==> config.mk <==
export PLATFORM = sky130hd
export DESIGN_NAME = offload_engine_power_state_control
export DESIGN_NICKNAME = d
export VERILOG_FILES = /design/src/include/offload_pwr_pkg.sv /design/src/verilog/offload_engine_power_state_control.sv
export VERILOG_INCLUDE_DIRS = /design/src /design/src/include
export SDC_FILE = /design/constraint.sdc
export NUM_CORES = 1
export LEC_CHECK = 0
export BUFFER_PORTS_ARGS = -buffer_cell sky130_fd_sc_hd__buf_2
export CAP_MARGIN = 20
export CORE_MARGIN = 4
export CORE_UTILIZATION = 33
export CTS_CLUSTER_SIZE = 25
export DETAILED_ROUTE_END_ITERATION = 6
export PLACE_DENSITY = 0.58
export SYNTH_ARGS = -nofsm -noshare
export SYNTH_HDL_FRONTEND = slang
export SYNTH_SLANG_ARGS = --single-unit
==> constraint.sdc <==
create_clock -name i_clk -period 7.2 [get_ports i_clk]
set_clock_uncertainty 0.2 [all_clocks]
set_input_delay 1.44 -clock i_clk [delete_from_list [all_inputs] [get_ports i_clk]]
set_output_delay 1.44 -clock i_clk [all_outputs]
set_load 0.02 [all_outputs]
==> src/include/offload_pwr_cfg.svh <==
// Constants for the offload engine power-state controller
`ifndef OFFLOAD_PWR_CFG_SVH
`define OFFLOAD_PWR_CFG_SVH
`define OPW_RESUME_LIMIT_US   1000
`define OPW_CLK_MHZ           100
`define OPW_RESUME_CYCLES     ((`OPW_RESUME_LIMIT_US * `OPW_CLK_MHZ) - 1)
`define OPW_GATE_SETTLE       8'h04
`define OPW_DSTATE_ON         2'h0
`define OPW_DSTATE_OFF        2'h3
`define OPW_BANK_ON           2'h0
`define OPW_BANK_RET          2'h1
`define OPW_BANK_PG           2'h2
`endif

==> src/include/offload_pwr_pkg.sv <==
// Types for the offload engine power-state controller
package offload_pwr_pkg;
    typedef enum logic [2:0] {
        ST_ON,
        ST_BLOCK_CG,
        ST_TRUNK_CG,
        ST_RET,
        ST_DEEP,
        ST_APG,
        ST_IAPG
    } pwr_state_t;
    typedef logic [1:0] bank_mode_t;
endpackage

==> src/verilog/offload_engine_power_state_control.sv <==
// Power-state and wake sequencer of the offload subsystem
`timescale 1ns/100ps
`include "offload_pwr_cfg.svh"
module offload_engine_power_state_control #(
    parameter int NFUNC  = 4,
    parameter int NBANK  = 4,
    parameter int NBLOCK = 8,
    parameter int NIRQ   = 8,
    parameter int RESUME_CYCLES = `OPW_RESUME_CYCLES
) (
    input  wire logic                          i_clk,
    input  wire logic                          i_resetn,
    input  wire logic [NFUNC-1:0][1:0]         i_func_dstate,
    input  wire logic [NFUNC-1:0]              i_idle_request_deepest,
    input  wire logic                          i_core_idle,
    input  wire logic                          i_ips_idle,
    input  wire logic                          i_wait_for_interrupt_instruction,
    input  wire logic [NBLOCK-1:0]             i_block_idle,
    input  wire logic                          i_retain_sram,
    input  wire logic [NBANK-1:0]              i_bank_keep,
    input  wire logic                          i_enter_inaccessible,
    input  wire logic                          i_timer_irq,
    input  wire logic                          i_gpio_wake,
    input  wire logic                          i_host_access,
    input  wire logic [NIRQ-1:0]               i_irq,
    input  wire logic                          i_irq_clear,
    input  wire logic                          i_wrapper_power_good,
    input  wire logic                          i_fw_rail_request,
    input  wire logic                          i_fw_host_wake,
    input  wire logic                          i_host_in_sleep,
    input  wire logic [NFUNC-1:0]              i_wake_func,
    output offload_pwr_pkg::pwr_state_t        o_state,
    output logic [NBLOCK-1:0]                  o_block_clk_en,
    output logic                               o_core_clk_en,
    output logic                               o_trunk_clk_en,
    output logic                               o_logic_power_en,
    output offload_pwr_pkg::bank_mode_t [NBANK-1:0] o_bank_mode,
    output logic                               o_wrapper_power_req,
    output logic                               o_fabric_accessible,
    output logic [NIRQ-1:0]                    o_irq_pending,
    output logic                               o_rail_request,
    output logic [NFUNC-1:0]                   o_wake_set_bit,
    output logic                               o_wake_assert_message,
    output logic                               o_resume_late
);
    import offload_pwr_pkg::*;

    // ****************************************************************
    // Input synchronisers
    // ****************************************************************
    localparam int NS = 4 + NIRQ;
    logic [NS-1:0] sync1_reg;
    logic [NS-1:0] sync2_reg;
    logic          timer_s, gpio_s, host_s, pg_s;
    logic [NIRQ-1:0] irq_s;

    // Pins from outside the clock domain, two flops each
    always_ff @(posedge i_clk or negedge i_resetn) begin
        if (!i_resetn) begin
            sync1_reg <= '0;
            sync2_reg <= '0;
        end else begin
            sync1_reg <= {i_irq, i_wrapper_power_good, i_host_access, i_gpio_wake, i_timer_irq};
            sync2_reg <= sync1_reg;
        end
    end
    assign timer_s = sync2_reg[0];
    assign gpio_s  = sync2_reg[1];
    assign host_s  = sync2_reg[2];
    assign pg_s    = sync2_reg[3];
    assign irq_s   = sync2_reg[NS-1:4];

    // ****************************************************************
    // State decision
    // ****************************************************************
    pwr_state_t state_reg, state_next;
    logic       all_idle_req, others_off, ipc_off, deep_wake, any_wake;
    logic [15:0] settle_reg;

    // Function 0 is the host messaging function
    always_comb begin
        all_idle_req = &i_idle_request_deepest;
        ipc_off      = (i_func_dstate[0] == `OPW_DSTATE_OFF);
        others_off   = 1'b1;
        for (int f = 1; f < NFUNC; f++) begin
            if (i_func_dstate[f] != `OPW_DSTATE_OFF) begin
                others_off = 1'b0;
            end
        end
    end

    assign deep_wake = timer_s | gpio_s | host_s;
    assign any_wake  = deep_wake | (|irq_s);

    // Timer, GPIO and host wake beat entry except ST_APG to ST_IAPG, where entry wins; interrupts only block ST_ON to ST_BLOCK_CG to ST_TRUNK_CG
    always_comb begin
        state_next = state_reg;
        unique case (state_reg)
            ST_ON: begin
                if (ipc_off && others_off && i_core_idle && i_ips_idle && !deep_wake) begin
                    state_next = ST_APG;
                end else if (!all_idle_req && i_core_idle && !any_wake) begin
                    state_next = ST_BLOCK_CG;
                end else if (all_idle_req && i_core_idle && i_ips_idle && !deep_wake) begin
                    state_next = ST_TRUNK_CG;                          // Settle before memories drop
                end
            end
            ST_BLOCK_CG: begin
                if (any_wake || !i_core_idle || (ipc_off && others_off && i_ips_idle)) begin
                    state_next = ST_ON;
                end else if (all_idle_req && i_ips_idle) begin
                    state_next = ST_TRUNK_CG;
                end
            end
            ST_TRUNK_CG: begin
                if (deep_wake || !all_idle_req) begin
                    state_next = ST_ON;
                end else if (settle_reg == 16'h0000) begin
                    state_next = i_retain_sram ? ST_RET : ST_DEEP;
                end
            end
            ST_RET, ST_DEEP: begin
                if (deep_wake || !all_idle_req) begin
                    state_next = ST_ON;
                end else if (pg_s == 1'b0) begin
                    state_next = ST_APG;
                end
            end
            ST_APG: begin
                if (i_enter_inaccessible) begin
                    state_next = ST_IAPG;
                end else if (deep_wake || !ipc_off && !all_idle_req) begin
                    state_next = ST_ON;
                end
            end
            ST_IAPG: state_next = ST_IAPG;
        endcase
    end

    // Only reset leaves the inaccessible state
    always_ff @(posedge i_clk or negedge i_resetn) begin
        if (!i_resetn) begin
            state_reg <= ST_ON;
        end else if (state_reg == ST_APG && state_next == ST_ON && !pg_s) begin
            state_reg <= ST_APG;                                       // Wait for rail
        end else begin
            state_reg <= state_next;
        end
    end

    // Settling count before memories are gated
    always_ff @(posedge i_clk or negedge i_resetn) begin
        if (!i_resetn) begin
            settle_reg <= 16'h0000;
        end else if (state_reg != ST_TRUNK_CG) begin
            settle_reg <= {8'h00, `OPW_GATE_SETTLE};
        end else if (settle_reg != 16'h0000) begin
            settle_reg <= settle_reg - 16'h0001;
        end
    end

    // ****************************************************************
    // Clock, power and SRAM controls
    // ****************************************************************
    always_ff @(posedge i_clk or negedge i_resetn) begin
        if (!i_resetn) begin
            o_block_clk_en      <= '1;
            o_core_clk_en       <= 1'b1;
            o_trunk_clk_en      <= 1'b1;
            o_logic_power_en    <= 1'b1;
            o_wrapper_power_req <= 1'b1;
        end else begin
            o_block_clk_en   <= (state_next == ST_BLOCK_CG) ? ~i_block_idle :
                                ((state_next == ST_ON) ? '1 : '0);
            o_core_clk_en    <= !i_wait_for_interrupt_instruction;
            o_trunk_clk_en   <= (state_next == ST_ON) || (state_next == ST_BLOCK_CG);
            o_logic_power_en <= !(state_next inside {ST_RET, ST_DEEP, ST_APG, ST_IAPG});
            o_wrapper_power_req <= !(state_next inside {ST_RET, ST_DEEP, ST_APG, ST_IAPG});
        end
    end

    // Per-bank mode; kept banks follow retention with logic gated, except in ST_DEEP where all banks are power gated
    generate
        for (genvar b = 0; b < NBANK; b++) begin : g_bank
            always_ff @(posedge i_clk or negedge i_resetn) begin
                if (!i_resetn) begin
                    o_bank_mode[b] <= `OPW_BANK_ON;
                end else if (state_next inside {ST_ON, ST_BLOCK_CG, ST_TRUNK_CG}) begin
                    o_bank_mode[b] <= `OPW_BANK_ON;
                end else if (i_bank_keep[b] && (state_next != ST_DEEP)) begin
                    o_bank_mode[b] <= `OPW_BANK_RET;
                end else begin
                    o_bank_mode[b] <= `OPW_BANK_PG;
                end
            end
        end
    endgenerate

    // ****************************************************************
    // Wake recording and host wake
    // ****************************************************************
    // Sticky capture; set wins over clear
    always_ff @(posedge i_clk or negedge i_resetn) begin
        if (!i_resetn) begin
            o_irq_pending <= '0;
        end else if (i_irq_clear) begin
            o_irq_pending <= irq_s;
        end else begin
            o_irq_pending <= o_irq_pending | irq_s;
        end
    end

    // Rail request covers firmware fabric use and host active-idle wake
    always_ff @(posedge i_clk or negedge i_resetn) begin
        if (!i_resetn) begin
            o_rail_request        <= 1'b0;
            o_wake_set_bit        <= '0;
            o_wake_assert_message <= 1'b0;
            o_fabric_accessible   <= 1'b1;
        end else begin
            o_rail_request        <= i_fw_rail_request | (i_fw_host_wake & !i_host_in_sleep);
            o_wake_set_bit        <= o_wake_set_bit
                                     | (i_fw_host_wake & i_host_in_sleep ? i_wake_func : '0);
            o_wake_assert_message <= i_fw_host_wake & i_host_in_sleep & ~|i_wake_func;
            o_fabric_accessible   <= (state_next != ST_IAPG);
        end
    end

    // ****************************************************************
    // Resume timing watch
    // ****************************************************************
    logic [31:0] resume_cnt_reg;
    always_ff @(posedge i_clk or negedge i_resetn) begin
        if (!i_resetn) begin
            resume_cnt_reg <= '0;
            o_resume_late  <= 1'b0;
        end else if (state_reg inside {ST_ON, ST_BLOCK_CG} || !deep_wake) begin
            resume_cnt_reg <= '0;
        end else begin
            resume_cnt_reg <= resume_cnt_reg + 32'd1;
            o_resume_late  <= o_resume_late | (resume_cnt_reg >= 32'(RESUME_CYCLES));
        end
    end

    assign o_state = state_reg;

    // ****************************************************************
    // Checks
    // ****************************************************************
    property p_iapg_stuck;
        @(posedge i_clk) disable iff (!i_resetn)
        state_reg == ST_IAPG |=> state_reg == ST_IAPG && !o_fabric_accessible;
    endproperty
    a_iapg_stuck: assert property (p_iapg_stuck) else $error("left inaccessible state");

    property p_shallow_only;
        @(posedge i_clk) disable iff (!i_resetn)
        (state_reg == ST_ON && !all_idle_req && !(ipc_off && others_off))
            |=> state_reg inside {ST_ON, ST_BLOCK_CG};
    endproperty
    a_shallow_only: assert property (p_shallow_only) else $error("too deep without idle");

    property p_apg_entry;
        @(posedge i_clk) disable iff (!i_resetn)
        $rose(state_reg == ST_APG) |-> $past(state_reg) inside {ST_ON, ST_RET, ST_DEEP};
    endproperty
    a_apg_entry: assert property (p_apg_entry) else $error("bad gated entry");

    property p_trunk_gated;
        @(posedge i_clk) disable iff (!i_resetn)
        state_reg == ST_TRUNK_CG |-> !o_trunk_clk_en;
    endproperty
    a_trunk_gated: assert property (p_trunk_gated) else $error("trunk clock running");

    property p_irq_kept;
        @(posedge i_clk) disable iff (!i_resetn)
        |irq_s |=> (o_irq_pending & $past(irq_s)) == $past(irq_s);
    endproperty
    a_irq_kept: assert property (p_irq_kept) else $error("wake interrupt lost");

    property p_deep_wake;
        @(posedge i_clk) disable iff (!i_resetn)
        (deep_wake && state_reg inside {ST_TRUNK_CG, ST_RET, ST_DEEP}) |=> state_reg == ST_ON;
    endproperty
    a_deep_wake: assert property (p_deep_wake) else $error("wake ignored");

    property p_deep_banks;
        @(posedge i_clk) disable iff (!i_resetn)
        state_reg == ST_DEEP ##1 state_reg == ST_DEEP |-> !o_logic_power_en
            && o_bank_mode[0] == `OPW_BANK_PG;
    endproperty
    a_deep_banks: assert property (p_deep_banks) else $error("deep idle not gated");

    property p_wrapper_back;
        @(posedge i_clk) disable iff (!i_resetn)
        (state_reg == ST_ON && $past(state_reg) == ST_APG) |-> o_wrapper_power_req;
    endproperty
    a_wrapper_back: assert property (p_wrapper_back) else $error("wrapper not restored");
endmodule

# ---- Yosys cells after proc, flatten, opt, wreduce, memory -nomap -nowiden
# Cells that the tools add are included.
dict set report classes {
  reduce_logical 46
  n_mux 32
  eq_ne 19
  n_addsub 2
  order_cmp 1
  n_bitwise 11
}
# cell n
set op_table {}
lappend op_table {{3-bit 2-to-1 mux} 13}
lappend op_table {{32-bit by 1-bit adder with 32-bit output, second input constant} 1}
lappend op_table {{32-bit by 17-bit greater-or-equal comparator with 1-bit output, second input constant} 1}
lappend op_table {{16-bit 2-to-1 mux} 2}
lappend op_table {{32-bit 2-to-1 mux} 1}
lappend op_table {{8-bit 2-to-1 mux} 3}
lappend op_table {{3-bit equality test, second input constant} 6}
lappend op_table {{1-bit logical AND} 18}
lappend op_table {{3-bit case mux with 6 select lines} 1}
lappend op_table {{16-bit zero test} 1}
lappend op_table {{2-bit 2-to-1 mux} 8}
lappend op_table {{16-bit nonzero test} 1}
lappend op_table {{16-bit by 1-bit subtractor with 16-bit output, second input constant} 1}
lappend op_table {{3-bit by 2-bit equality test with 1-bit output, second input constant} 4}
lappend op_table {{1-bit zero test} 10}
lappend op_table {{8-bit NOT} 1}
lappend op_table {{8-bit bitwise OR} 1}
lappend op_table {{8-bit OR reduction} 1}
lappend op_table {{3-bit by 1-bit equality test with 1-bit output, second input constant} 2}
lappend op_table {{3-bit zero test} 2}
lappend op_table {{1-bit logical OR} 6}
lappend op_table {{2-bit != test, second input constant} 3}
lappend op_table {{3-bit != test, second input constant} 2}
lappend op_table {{1-bit bitwise OR} 5}
lappend op_table {{other kinds (12)} 17}
dict set report totals {
  regBits 110
  in_bits 51
  out_inout_bits 39
}

# ---- Depth between registers and ports, before layout
# Gate-level depths: netlist of the first run.
dict set report depth {
  ltp_word 14
  mapped_depth 10
}

# ---- Worst setup path after synthesis of the first run
# No wires, ideal clock.
dict set report synth_timing {
  path_kind {input-to-reg}
  from {input port i_func_dstate[0] in the netlist's numbering}
  to {register o_bank_mode[0] in the netlist's numbering}
  setup_slack_ns 3.953
  arrival_time_ns 2.927
  path_stages 6
  path_buffers 0
  setup_ns 0.120
  path_cell_list {nand2_1 or3_2 nor3b_1 a211o_4 a21o_2 a31o_1}
}
dict set report synth_between {
  elab_chain_len 11
  elab_cells_between_ends 23
}
# element line
set synth_lines {}
lappend synth_lines {{from (decl)} offload_engine_power_state_control.sv:13} ;# input wire logic [NFUNC-1:0][1:0] i_func_dstate,
lappend synth_lines {{2-bit equality test (no line) *} n/a}
lappend synth_lines {{1-bit zero test / 1-bit logical AND (equally long branches)} {offload_engine_power_state_control.sv:132, offload_engine_power_state_control.sv:100, offload_engine_power_state_control.sv:109}}
lappend synth_lines {{1-bit logical AND (on tied branches)} {offload_engine_power_state_control.sv:132, offload_engine_power_state_control.sv:100}}
lappend synth_lines {{1-bit logical OR / 1-bit logical AND (equally long branches)} {offload_engine_power_state_control.sv:132, offload_engine_power_state_control.sv:100}}
lappend synth_lines {{3-bit 2-to-1 mux / 1-bit logical AND (equally long branches)} {offload_engine_power_state_control.sv:132, offload_engine_power_state_control.sv:100}}
lappend synth_lines {{3-bit 2-to-1 mux (on tied branches)} {offload_engine_power_state_control.sv:130, offload_engine_power_state_control.sv:100}}
lappend synth_lines {{3-bit case mux with 6 select lines *} offload_engine_power_state_control.sv:98} ;# unique case (state_reg)
lappend synth_lines {{3-bit != test} offload_engine_power_state_control.sv:190} ;# end else if (i_bank_keep[b] && (state_next != ST_DEEP)) begin
lappend synth_lines {{1-bit logical AND} offload_engine_power_state_control.sv:190}
lappend synth_lines {{2-bit 2-to-1 mux} offload_engine_power_state_control.sv:190}
lappend synth_lines {{2-bit 2-to-1 mux *} offload_engine_power_state_control.sv:188} ;# end else if (state_next inside {ST_ON, ST_BLOCK_CG, ST_TRUNK_CG}) begin
lappend synth_lines {{to (signal, indexed assignment)} offload_engine_power_state_control.sv:187} ;# o_bank_mode[b] <= `OPW_BANK_ON;
lappend synth_lines {{to (signal, indexed assignment)} offload_engine_power_state_control.sv:189} ;# o_bank_mode[b] <= `OPW_BANK_ON;
lappend synth_lines {{to (signal, indexed assignment)} offload_engine_power_state_control.sv:191} ;# o_bank_mode[b] <= `OPW_BANK_RET;
lappend synth_lines {{to (decl)} offload_engine_power_state_control.sv:37} ;# output offload_pwr_pkg::bank_mode_t [NBANK-1:0] o_bank_mode,
# Mark *: on every way between the ends. The rest lies on a longest branch, timed or not.
# A chain may end at the register's enable or synchronous reset.

# ---- Worst setup path after layout of the first run
dict set report layout_timing {
  from {input port i_ips_idle}
  to {register o_bank_mode[1] in the netlist's numbering}
}
dict set report layout_between {
  elab_chain_len 10
  elab_cells_between_ends 21
}
# element line
set layout_lines {}
lappend layout_lines {{from (decl)} offload_engine_power_state_control.sv:16} ;# input wire logic i_ips_idle,
lappend layout_lines {{1-bit logical AND (2 in series)} offload_engine_power_state_control.sv:104} ;# end else if (all_idle_req && i_core_idle && i_ips_idle && !deep_wake) begin
lappend layout_lines {{3-bit 2-to-1 mux} offload_engine_power_state_control.sv:104}
lappend layout_lines {{3-bit 2-to-1 mux} offload_engine_power_state_control.sv:102} ;# end else if (!all_idle_req && i_core_idle && !any_wake) begin
lappend layout_lines {{3-bit 2-to-1 mux} offload_engine_power_state_control.sv:100} ;# if (ipc_off && others_off && i_core_idle && i_ips_idle && !deep_wake) begin
lappend layout_lines {{3-bit case mux with 6 select lines *} offload_engine_power_state_control.sv:98}
lappend layout_lines {{3-bit != test} offload_engine_power_state_control.sv:190}
lappend layout_lines {{1-bit logical AND} offload_engine_power_state_control.sv:190}
lappend layout_lines {{2-bit 2-to-1 mux} offload_engine_power_state_control.sv:190}
lappend layout_lines {{2-bit 2-to-1 mux *} offload_engine_power_state_control.sv:188}
# Marked as above.

==> results of run 1 <==
-- critical path, cell delays in order --
cell and delay (ns):
buf_2 0.12, nand4_1 0.09, or3_2 0.52, o2111a_1 0.29
a31oi_4 0.48, a21o_2 0.26, o22ai_1 0.10
-- placed cells by master (no fill, tap or decap), types with 5 or more instances in the layout --
| cell | netlist | final |
|---|---|---|
| a211oi_2 | 8 | 8 |
| a21o_1 | 10 | 10 |
| a21oi_1 | 12 | 12 |
| a31o_2 | 5 | 5 |
| and4_1 | 5 | 5 |
| buf_2 | 1 | 88 |
| clkbuf_16 | 0 | 9 |
| dfrtp_1 | 98 | 98 |
| dfstp_2 | 12 | 12 |
| inv_1 | 12 | 12 |
| nand2_1 | 28 | 28 |
| nand3_1 | 20 | 20 |
| nand4_1 | 12 | 12 |
| nor2_1 | 52 | 52 |
| nor3_1 | 7 | 7 |
| nor4_1 | 10 | 10 |
| o21ai_0 | 10 | 10 |
| or3_1 | 7 | 7 |
| xnor2_1 | 16 | 16 |
| xor2_1 | 22 | 22 |
-- power by group through the flow --
stage / combinational, mW / sequential, mW / clock (mW)
global placement: 0.0794 / 0.671 / 0
global route: 0.0899 / 0.662 / 0.553
finish: 0.0797 / 0.659 / 0.510
floorplan: 0.0306 / 0.676 / 0
detailed placement: 0.0809 / 0.671 / 0
CTS: 0.0816 / 0.659 / 0.529
-- final cells by class --
class	instances	area, um^2	share of cell area
clock buffers	9	225	0.0389
flip-flops and latches	110	2770	0.479
well taps	184	230	0.0398
multi-input cells	295	1970	0.341
clock inverters	7	80.1	0.0138
repair buffers	91	463	0.0801
inverters	12	45.0	0.00779
-- cell families (layout without fill, tap and decap cells) --
family	after synthesis	in the layout	synth area share
AO/OA/AOI/OAI	75	75	0.125
XOR/XNOR	38	38	0.0683
adder cells (fa/ha/maj)	3	3	0.00770
buffers and inverters	24	119	0.0287
flip-flops	110	110	0.568
multiplexers	1	1	0.00205
AND/OR/NAND/NOR	178	178	0.200
-- per-layer routing --
| metal | GRT usage | wire length [um] |
|---|---|---|
| met5 | 0 | 0 |
| met4 | 0.0507 | 182 |
| met3 | 0.0276 | 664 |
| met2 | 0.202 | 4600 |
| met1 | 0.170 | 4590 |
-- worst max path at each step --
stage | from | to
2_1_floorplan | i_func_dstate[0] | o_bank_mode[0]$_DFF_PN0_
3_3_place_gp | i_ips_idle | o_bank_mode[1]$_DFF_PN0_
3_5_place_dp | i_ips_idle | o_bank_mode[1]$_DFF_PN0_
4_1_cts | i_ips_idle | o_bank_mode[1]$_DFF_PN0_
5_1_grt | i_idle_request_deepest[2] | o_bank_mode[6]$_DFF_PN0_
6_report | i_ips_idle | o_bank_mode[1]$_DFF_PN0_
-- per-stage QoR --
stage                     utilization  area [um^2]  cells
after CTS                       0.399         5780    708
after floorplan                     -         4880    429
final                           0.399         5780    708
after global routing            0.399         5780    708
after global placement          0.378         5480    692
after detailed placement        0.378         5480    692
==> flow_summary.yaml, run 1 <==
run_status:
  status: "completed"
global_routing:
  grt_pass1_wl_um: 17200
  grt_pass1_vias: 3544
  grtUsageTotal: 0.127
  overflow: 0
  antenna_found_initial: 0
  grt_max_degree: 71
logic_synthesis:
  synth-edff-count: 0
  synth_most_common_cell: "dfrtp_1"
  yosys_register_bits: 110
  syn-instance-count: 429
  synth_area_leaders: "dfrtp_1, dfstp_2, nor2_1"
  ys_warn_count: 0
  yosysTopAreaCellShare: 0.503
  synthFlopType: "dfrtp_1"
  synthesis.nets: 483
  async_flop_share: 1.00
  synth_area_mm2: 0.00488
  synth_commonest_cells: "dfrtp_1, nor2_1, nand2_1, xor2_1, nand3_1"
  syn_area_per_cell_um2: 11.4
  synth_cell_types: 63
  ys_seq_area_frac: 0.568
  synth.largest_area_cell: "dfrtp_1"
clock_network:
  cts-buffers-inserted: 9
  clkSinkCount: 110
  clockBufferDepth: 2
  cts_tree: "yes"
  ctsResizeCount: 0
  clockRootBuffer: "clkbuf_16"
  cts.htree.levels: 3
  cts_setup_buffers: 0
  hold_buffers: 0
  clk_latency_ns: 0.35
  clk_pin_slew_ns: 0.08
timing:
  worstMarginPinSlew_ns: 0.865
  fin_crit_ns: 3.27
  holdWs_ns: 0.152
  finalSetupTns_ns: 0
  grt_setup_unrepaired: "false"
  relSlewSlack: 0.423
  fin_ws_ns: 3.93
  drv_slew: 0
  setup_viol: 0
  final-hold-violation-count: 0
  fin_crit_sh: 0.455
  fmaxAchievable_ghz: 0.306
pwr:
  p_switching_mw: 0.300
  ir_drop_mv: 0.129
  p_comb_frac: 0.064
  p_sw_frac: 0.240
  clkPwrFrac: 0.408
  power_leakage_nw: 2.52
  power_density_mw_per_mm2: 216
  power_frac_seq: 0.528
  total_power_mw: 1.25
  power.internal_mw: 0.948
critical_path:
  crit_path_max_fanout: 16
  critPathKind: "input pin to register"
  reg2regPathDepth: 8
  r2r-end: "o_bank_mode[1]$_DFF_PN0_"
  crit_path_end_kind: "register"
  critPathLaunchType: "input pin"
  critPathRequiredTime_ns: 7.22
  worst-r2r-setup-slack_ns: 4.49
  timing.rr.start: "settle_reg[0]$_DFFE_PN0P_"
  cp.arrival_ns: 3.30
layout:
  area_growth_pct: 18.6
  largest_reg_flops: 32
  fillers: 1398
  drive_above_1_share: 0.296
  insertedDiodeCount: 0
  layout.nets: 573
route:
  wl_per_cell_um: 14.2
  wl_um: 10000
  drc: 0
  ant_nets: 0
  dr.pass1.iters: 4
  drt_iter0_drc: 234
  via_per_inst: 5.01
  vias: 3547
place:
  port_buffers: 89
  pre_cts_ws_ns: 3.56
  dp_hpwl_um: 7190
  place_congestion: 0.814
worst_hold_path:
  min_from: "sync1_reg[8]$_DFF_PN0_"
  hold-path-endpoint: "sync2_reg[8]$_DFF_PN0_"
  holdPathStages: 0
  hold_class: "register to register"
die:
  dieArea_mm2: 0.0168
  rows: 44
  core_mm2: 0.0145
  io_pins: 90
  initial_core_util: 0.337
  die_h_um: 130
  die_w_um: 130
job:
  max_cap_viol_count: 0
(Power assumes the default switching activity.)
==> run 2, diff against run 1 <==
==> constraint.sdc (replaced) <==
create_clock -name i_clk -period 3.4 [get_ports i_clk]
set_clock_uncertainty 0.2 [all_clocks]
set_input_delay 0.68 -clock i_clk [delete_from_list [all_inputs] [get_ports i_clk]]
set_output_delay 0.68 -clock i_clk [all_outputs]
set_load 0.02 [all_outputs]
==> flow_summary.yaml, run 2 (synthesis results as in run 1) <==
clock_network:
  hold_buffers: 0
  clk_pin_slew_ns: 0.08
  clk_latency_ns: 0.35
  clkSinkCount: 110
  clockRootBuffer: "clkbuf_16"
  clockBufferDepth: 2
  cts-buffers-inserted: 9
  cts.htree.levels: 3
  ctsResizeCount: 0
  cts_tree: "yes"
  cts_setup_buffers: 0
critical_path:
  worstPathCellList: "inv_1 > ha_1 > nor3b_1 > and4_1 > a31oi_1 > a31oi_4 > a32oi_2 > o22ai_1"
  cpMaxStageDelayCell: "a31oi_4"
  r2r-end: "o_bank_mode[3]$_DFF_PN0_"
  cpPeakStageDelay_ns: 0.53
  cp-startpoint: "settle_reg[0]$_DFFE_PN0P_"
  timing.rr.start: "settle_reg[0]$_DFFE_PN0P_"
  worst-r2r-setup-slack_ns: 0.70
  crit_path_max_fanout: 16
  reg2regPathDepth: 8
  critPathLaunchType: "register"
  critPathRequiredTime_ns: 3.47
  critPathKind: "register to register"
  crit_end: "o_bank_mode[3]$_DFF_PN0_"
  cp.arrival_ns: 2.76
  crit_path_end_kind: "register"
job:
  max_cap_viol_count: 0
timing:
  finalSetupTns_ns: 0
  worstMarginPinSlew_ns: 0.728
  relSlewSlack: 0.508
  fmaxAchievable_ghz: 0.371
  setup_viol: 0
  grt_setup_unrepaired: "false"
  drv_slew: 0
  fin_crit_ns: 2.70
  final-hold-violation-count: 0
  fin_crit_sh: 0.793
  fin_ws_ns: 0.703
die:
  initial_core_util: 0.337
  core_mm2: 0.0145
  rows: 44
  die_w_um: 130
  dieArea_mm2: 0.0168
  io_pins: 90
  die_h_um: 130
global_routing:
  overflow: 0
  grt_pass1_vias: 3507
  grt_pass1_wl_um: 16800
  grtUsageTotal: 0.124
  grt_max_degree: 53
  antenna_found_initial: 0
layout:
  drive_above_1_share: 0.297
  layout_commonest_cell: "dfrtp_1"
  seqCellArea_mm2: 0.00277
  final_cell_mix: "dfrtp_1, buf_2, nor2_1"
  largest_reg_flops: 32
  area_growth_pct: 19.7
  layout.nets: 574
  multiInputGateArea_mm2: 0.00197
  insertedDiodeCount: 0
  fillers: 1400
place:
  pre_cts_ws_ns: 0.526
  dp_hpwl_um: 7360
  place_congestion: 0.841
  port_buffers: 89
run_status:
  status: "completed"
pwr:
  power.internal_mw: 2.11
  p_comb_frac: 0.062
  p_sw_frac: 0.227
  clkPwrFrac: 0.426
  ir_drop_mv: 0.270
  power_density_mw_per_mm2: 468
  p_switching_mw: 0.620
  power_leakage_nw: 2.55
  power_frac_seq: 0.512
route:
  wl_met2_um: 4760
  wl_per_cell_um: 14.1
  top_layer_used: "met4"
  drt_iter0_drc: 205
  ant_nets: 0
  via_per_inst: 4.97
  wl_met3_um: 710
  drc: 0
  vias: 3526
  wl_um: 10000
  dr.pass1.iters: 4
  wl_met1_um: 4420
worst_hold_path:
  hold_class: "input pin to async pin"
run 2: how the worst min path moves through the flow:
stage,from,endpoint,slack [ns],cells after the start
after floorplan,sync1_reg[0]$_DFF_PN0_,sync2_reg[0]$_DFF_PN0_,0.13,0
after global placement,sync1_reg[0]$_DFF_PN0_,sync2_reg[0]$_DFF_PN0_,0.13,0
after detailed placement,sync1_reg[0]$_DFF_PN0_,sync2_reg[0]$_DFF_PN0_,0.13,0
after CTS,i_resetn,o_bank_mode[6]$_DFF_PN0_,0.07,1
after global routing,i_resetn,o_irq_pending[4]$_DFF_PN0_,0.1,1
final,i_resetn,o_bank_mode[6]$_DFF_PN0_,0.08,1
run 2: worst max-delay path: cells and delay by family, from the launching register on:
| family | cells | cell delay, ns |
|---|---|---|
| compound gates | 4 | 1.12 |
| flops | 1 | 0.41 |
| simple gates | 2 | 0.57 |
| buf+inv | 1 | 0.12 |
| fa+ha+maj | 1 | 0.18 |
run 2: through the flow:
stage / hold WS (ns) / instance area, um^2 / util / std cells / power (mW)
global placement: 0.134 / 5500 / 0.380 / 693 / 1.59
detailed placement: 0.135 / 5500 / 0.380 / 693 / 1.60
finish: 0.0778 / 5840 / 0.403 / 709 / 2.73
CTS: 0.0732 / 5840 / 0.403 / 709 / 2.78
global route: 0.0952 / 5840 / 0.403 / 709 / 2.86
floorplan: 0.131 / 4880 / - / 429 / 1.50
run 2: area by class of cell:
class | count | area share
sequential | 110 | 0.474
multi-input combinational | 295 | 0.338
inverter | 12 | 0.00772
timing repair buffer | 92 | 0.0827
clock inverter | 6 | 0.0171
tap | 184 | 0.0394
clock buffer | 10 | 0.0409
run 2: power groups by stage:
| stage | combinational, mW | sequential [mW] | clock, mW |
|---|---|---|---|
| after floorplan | 0.0647 | 1.43 | 0 |
| after global placement | 0.170 | 1.42 | 0 |
| after detailed placement | 0.175 | 1.42 | 0 |
| after CTS | 0.175 | 1.40 | 1.21 |
| after global routing | 0.195 | 1.40 | 1.26 |
| final | 0.170 | 1.40 | 1.16 |
run 2: per-layer routing:
layer  up-vias  track usage
met5         -            0
met4         0       0.0318
met3        11       0.0408
met2        97        0.206
met1      1700        0.157
li1       1718            -
==> run 3, diff against run 2 <==
==> constraint.sdc (replaced) <==
create_clock -name i_clk -period 2.7 [get_ports i_clk]
set_clock_uncertainty 0.2 [all_clocks]
set_input_delay 0.54 -clock i_clk [delete_from_list [all_inputs] [get_ports i_clk]]
set_output_delay 0.54 -clock i_clk [all_outputs]
set_load 0.02 [all_outputs]
==> flow_summary.yaml, run 3 (synthesis results as in run 1) <==
critical_path:
  crit_path_max_fanout: 12
  critPathKind: "register to register"
  cp-startpoint: "settle_reg[0]$_DFFE_PN0P_"
  critPathRequiredTime_ns: 2.76
  cp.arrival_ns: 2.55
  crit_path_end_kind: "register"
  timing.rr.start: "settle_reg[0]$_DFFE_PN0P_"
  critPathLaunchType: "register"
clock_network:
  clockBufferDepth: 2
  clockRootBuffer: "clkbuf_16"
  cts-buffers-inserted: 9
  hold_buffers: 1
  cts.htree.levels: 3
  clkSinkCount: 110
  ctsResizeCount: 0
  cts_tree: "yes"
  clk_pin_slew_ns: 0.08
  clk_latency_ns: 0.35
  cts_setup_buffers: 0
route:
  vias: 3556
  ant_nets: 0
  via_per_inst: 4.94
  drc: 0
  drt_iter0_drc: 202
  wl_um: 10200
  dr.pass1.iters: 4
  wl_per_cell_um: 14.2
job:
  max_cap_viol_count: 0
layout:
  final_cell_mix: "dfrtp_1, buf_2, nor2_1"
  drive_above_1_share: 0.308
  area_growth_pct: 21.5
  largest_reg_flops: 32
  layout.nets: 585
  layout_commonest_cell: "dfrtp_1"
  insertedDiodeCount: 0
die:
  rows: 44
  die_w_um: 130
  initial_core_util: 0.337
  core_mm2: 0.0145
  dieArea_mm2: 0.0168
  io_pins: 90
  die_h_um: 130
place:
  port_buffers: 89
  place_congestion: 0.833
  dp_hpwl_um: 7390
run_status:
  status: "completed"
timing:
  setup_viol: 0
  worstMarginPinSlew_ns: 0.637
  grt_setup_unrepaired: "false"
  fmaxAchievable_ghz: 0.401
  relSlewSlack: 0.574
  fin_crit_ns: 2.49
  finalSetupTns_ns: 0
  drv_slew: 0
  fin_crit_sh: 0.923
  final-hold-violation-count: 0
global_routing:
  antenna_found_initial: 0
  grt_max_degree: 45
  grt_pass1_wl_um: 17200
  grt_pass1_vias: 3555
  overflow: 0
  grtUsageTotal: 0.127
pwr:
  ir_drop_mv: 0.340
  total_power_mw: 3.44
  power_leakage_nw: 2.60
  power_density_mw_per_mm2: 580
worst_hold_path:
  hold_class: "input pin to register"
  min_from: "i_wait_for_interrupt_instruction"
## run 3: power by group
| part | internal, mW | leakage [nW] | switching (mW) | total [mW] |
|---|---|---|---|---|
| registers | 1.71 | 1.35 | 0.0469 | 1.76 |
| logic | 0.0889 | 1.09 | 0.128 | 0.217 |
| clock network | 0.827 | 0.160 | 0.633 | 1.46 |
## run 3: critical path: stages, from the launching register on
cell and delay [ns]:
dfrtp_1 0.40, inv_1 0.12, ha_1 0.16, nor3b_1 0.18
and4_1 0.33, a21oi_2 0.09, a211o_4 0.37, and2_4 0.23
o41ai_4 0.31
## run 3: metrics by stage
stage          hold slack (ns)   util  instance area (um^2)  worst slack, ns  std cells
2_1_floorplan           0.0444      -                  4880            0.353        429
4_1_cts                 0.0708  0.409                  5920            0.201        720
3_3_place_gp             0.134  0.386                  5590            0.136        703
6_report                0.0864  0.409                  5920            0.207        720
3_5_place_dp             0.135  0.386                  5590           0.0959        703
5_1_grt                 0.0765  0.409                  5920           0.0687        720
## run 3: worst paths after layout
path	to	slack, ns	depth (start not counted)
min reg2reg	sync2_reg[2]$_DFF_PN0_	0.15	0
min in group asynchronous	o_irq_pending[5]$_DFF_PN0_	0.48	2
min	o_core_clk_en$_DFF_PN1_	0.09	2
max in group asynchronous	o_fabric_accessible$_DFF_PN1_	1.09	3
max	o_state[0]$_DFF_PN0_	0.21	8
max reg2reg	o_state[0]$_DFF_PN0_	0.21	8
## run 3: metal layers
layer / vias up / global-route usage / share of wire
met2: 101 / 0.204 / 0.47
li1: 1738 / - / -
met3: 14 / 0.0264 / 0.068
met4: 0 / 0.0507 / 0.019
met1: 1703 / 0.169 / 0.44
met5: - / 0 / 0
## run 3: final cells by class
| type | instances | area [um^2] |
|---|---|---|
| sequential | 110 | 2770 |
| inverter | 12 | 45.0 |
| clock inverter | 7 | 101 |
| tap | 184 | 230 |
| clock buffer | 9 | 225 |
| fill | 1426 | 8560 |
| multi-input combinational | 295 | 1970 |
| timing repair buffer | 103 | 581 |
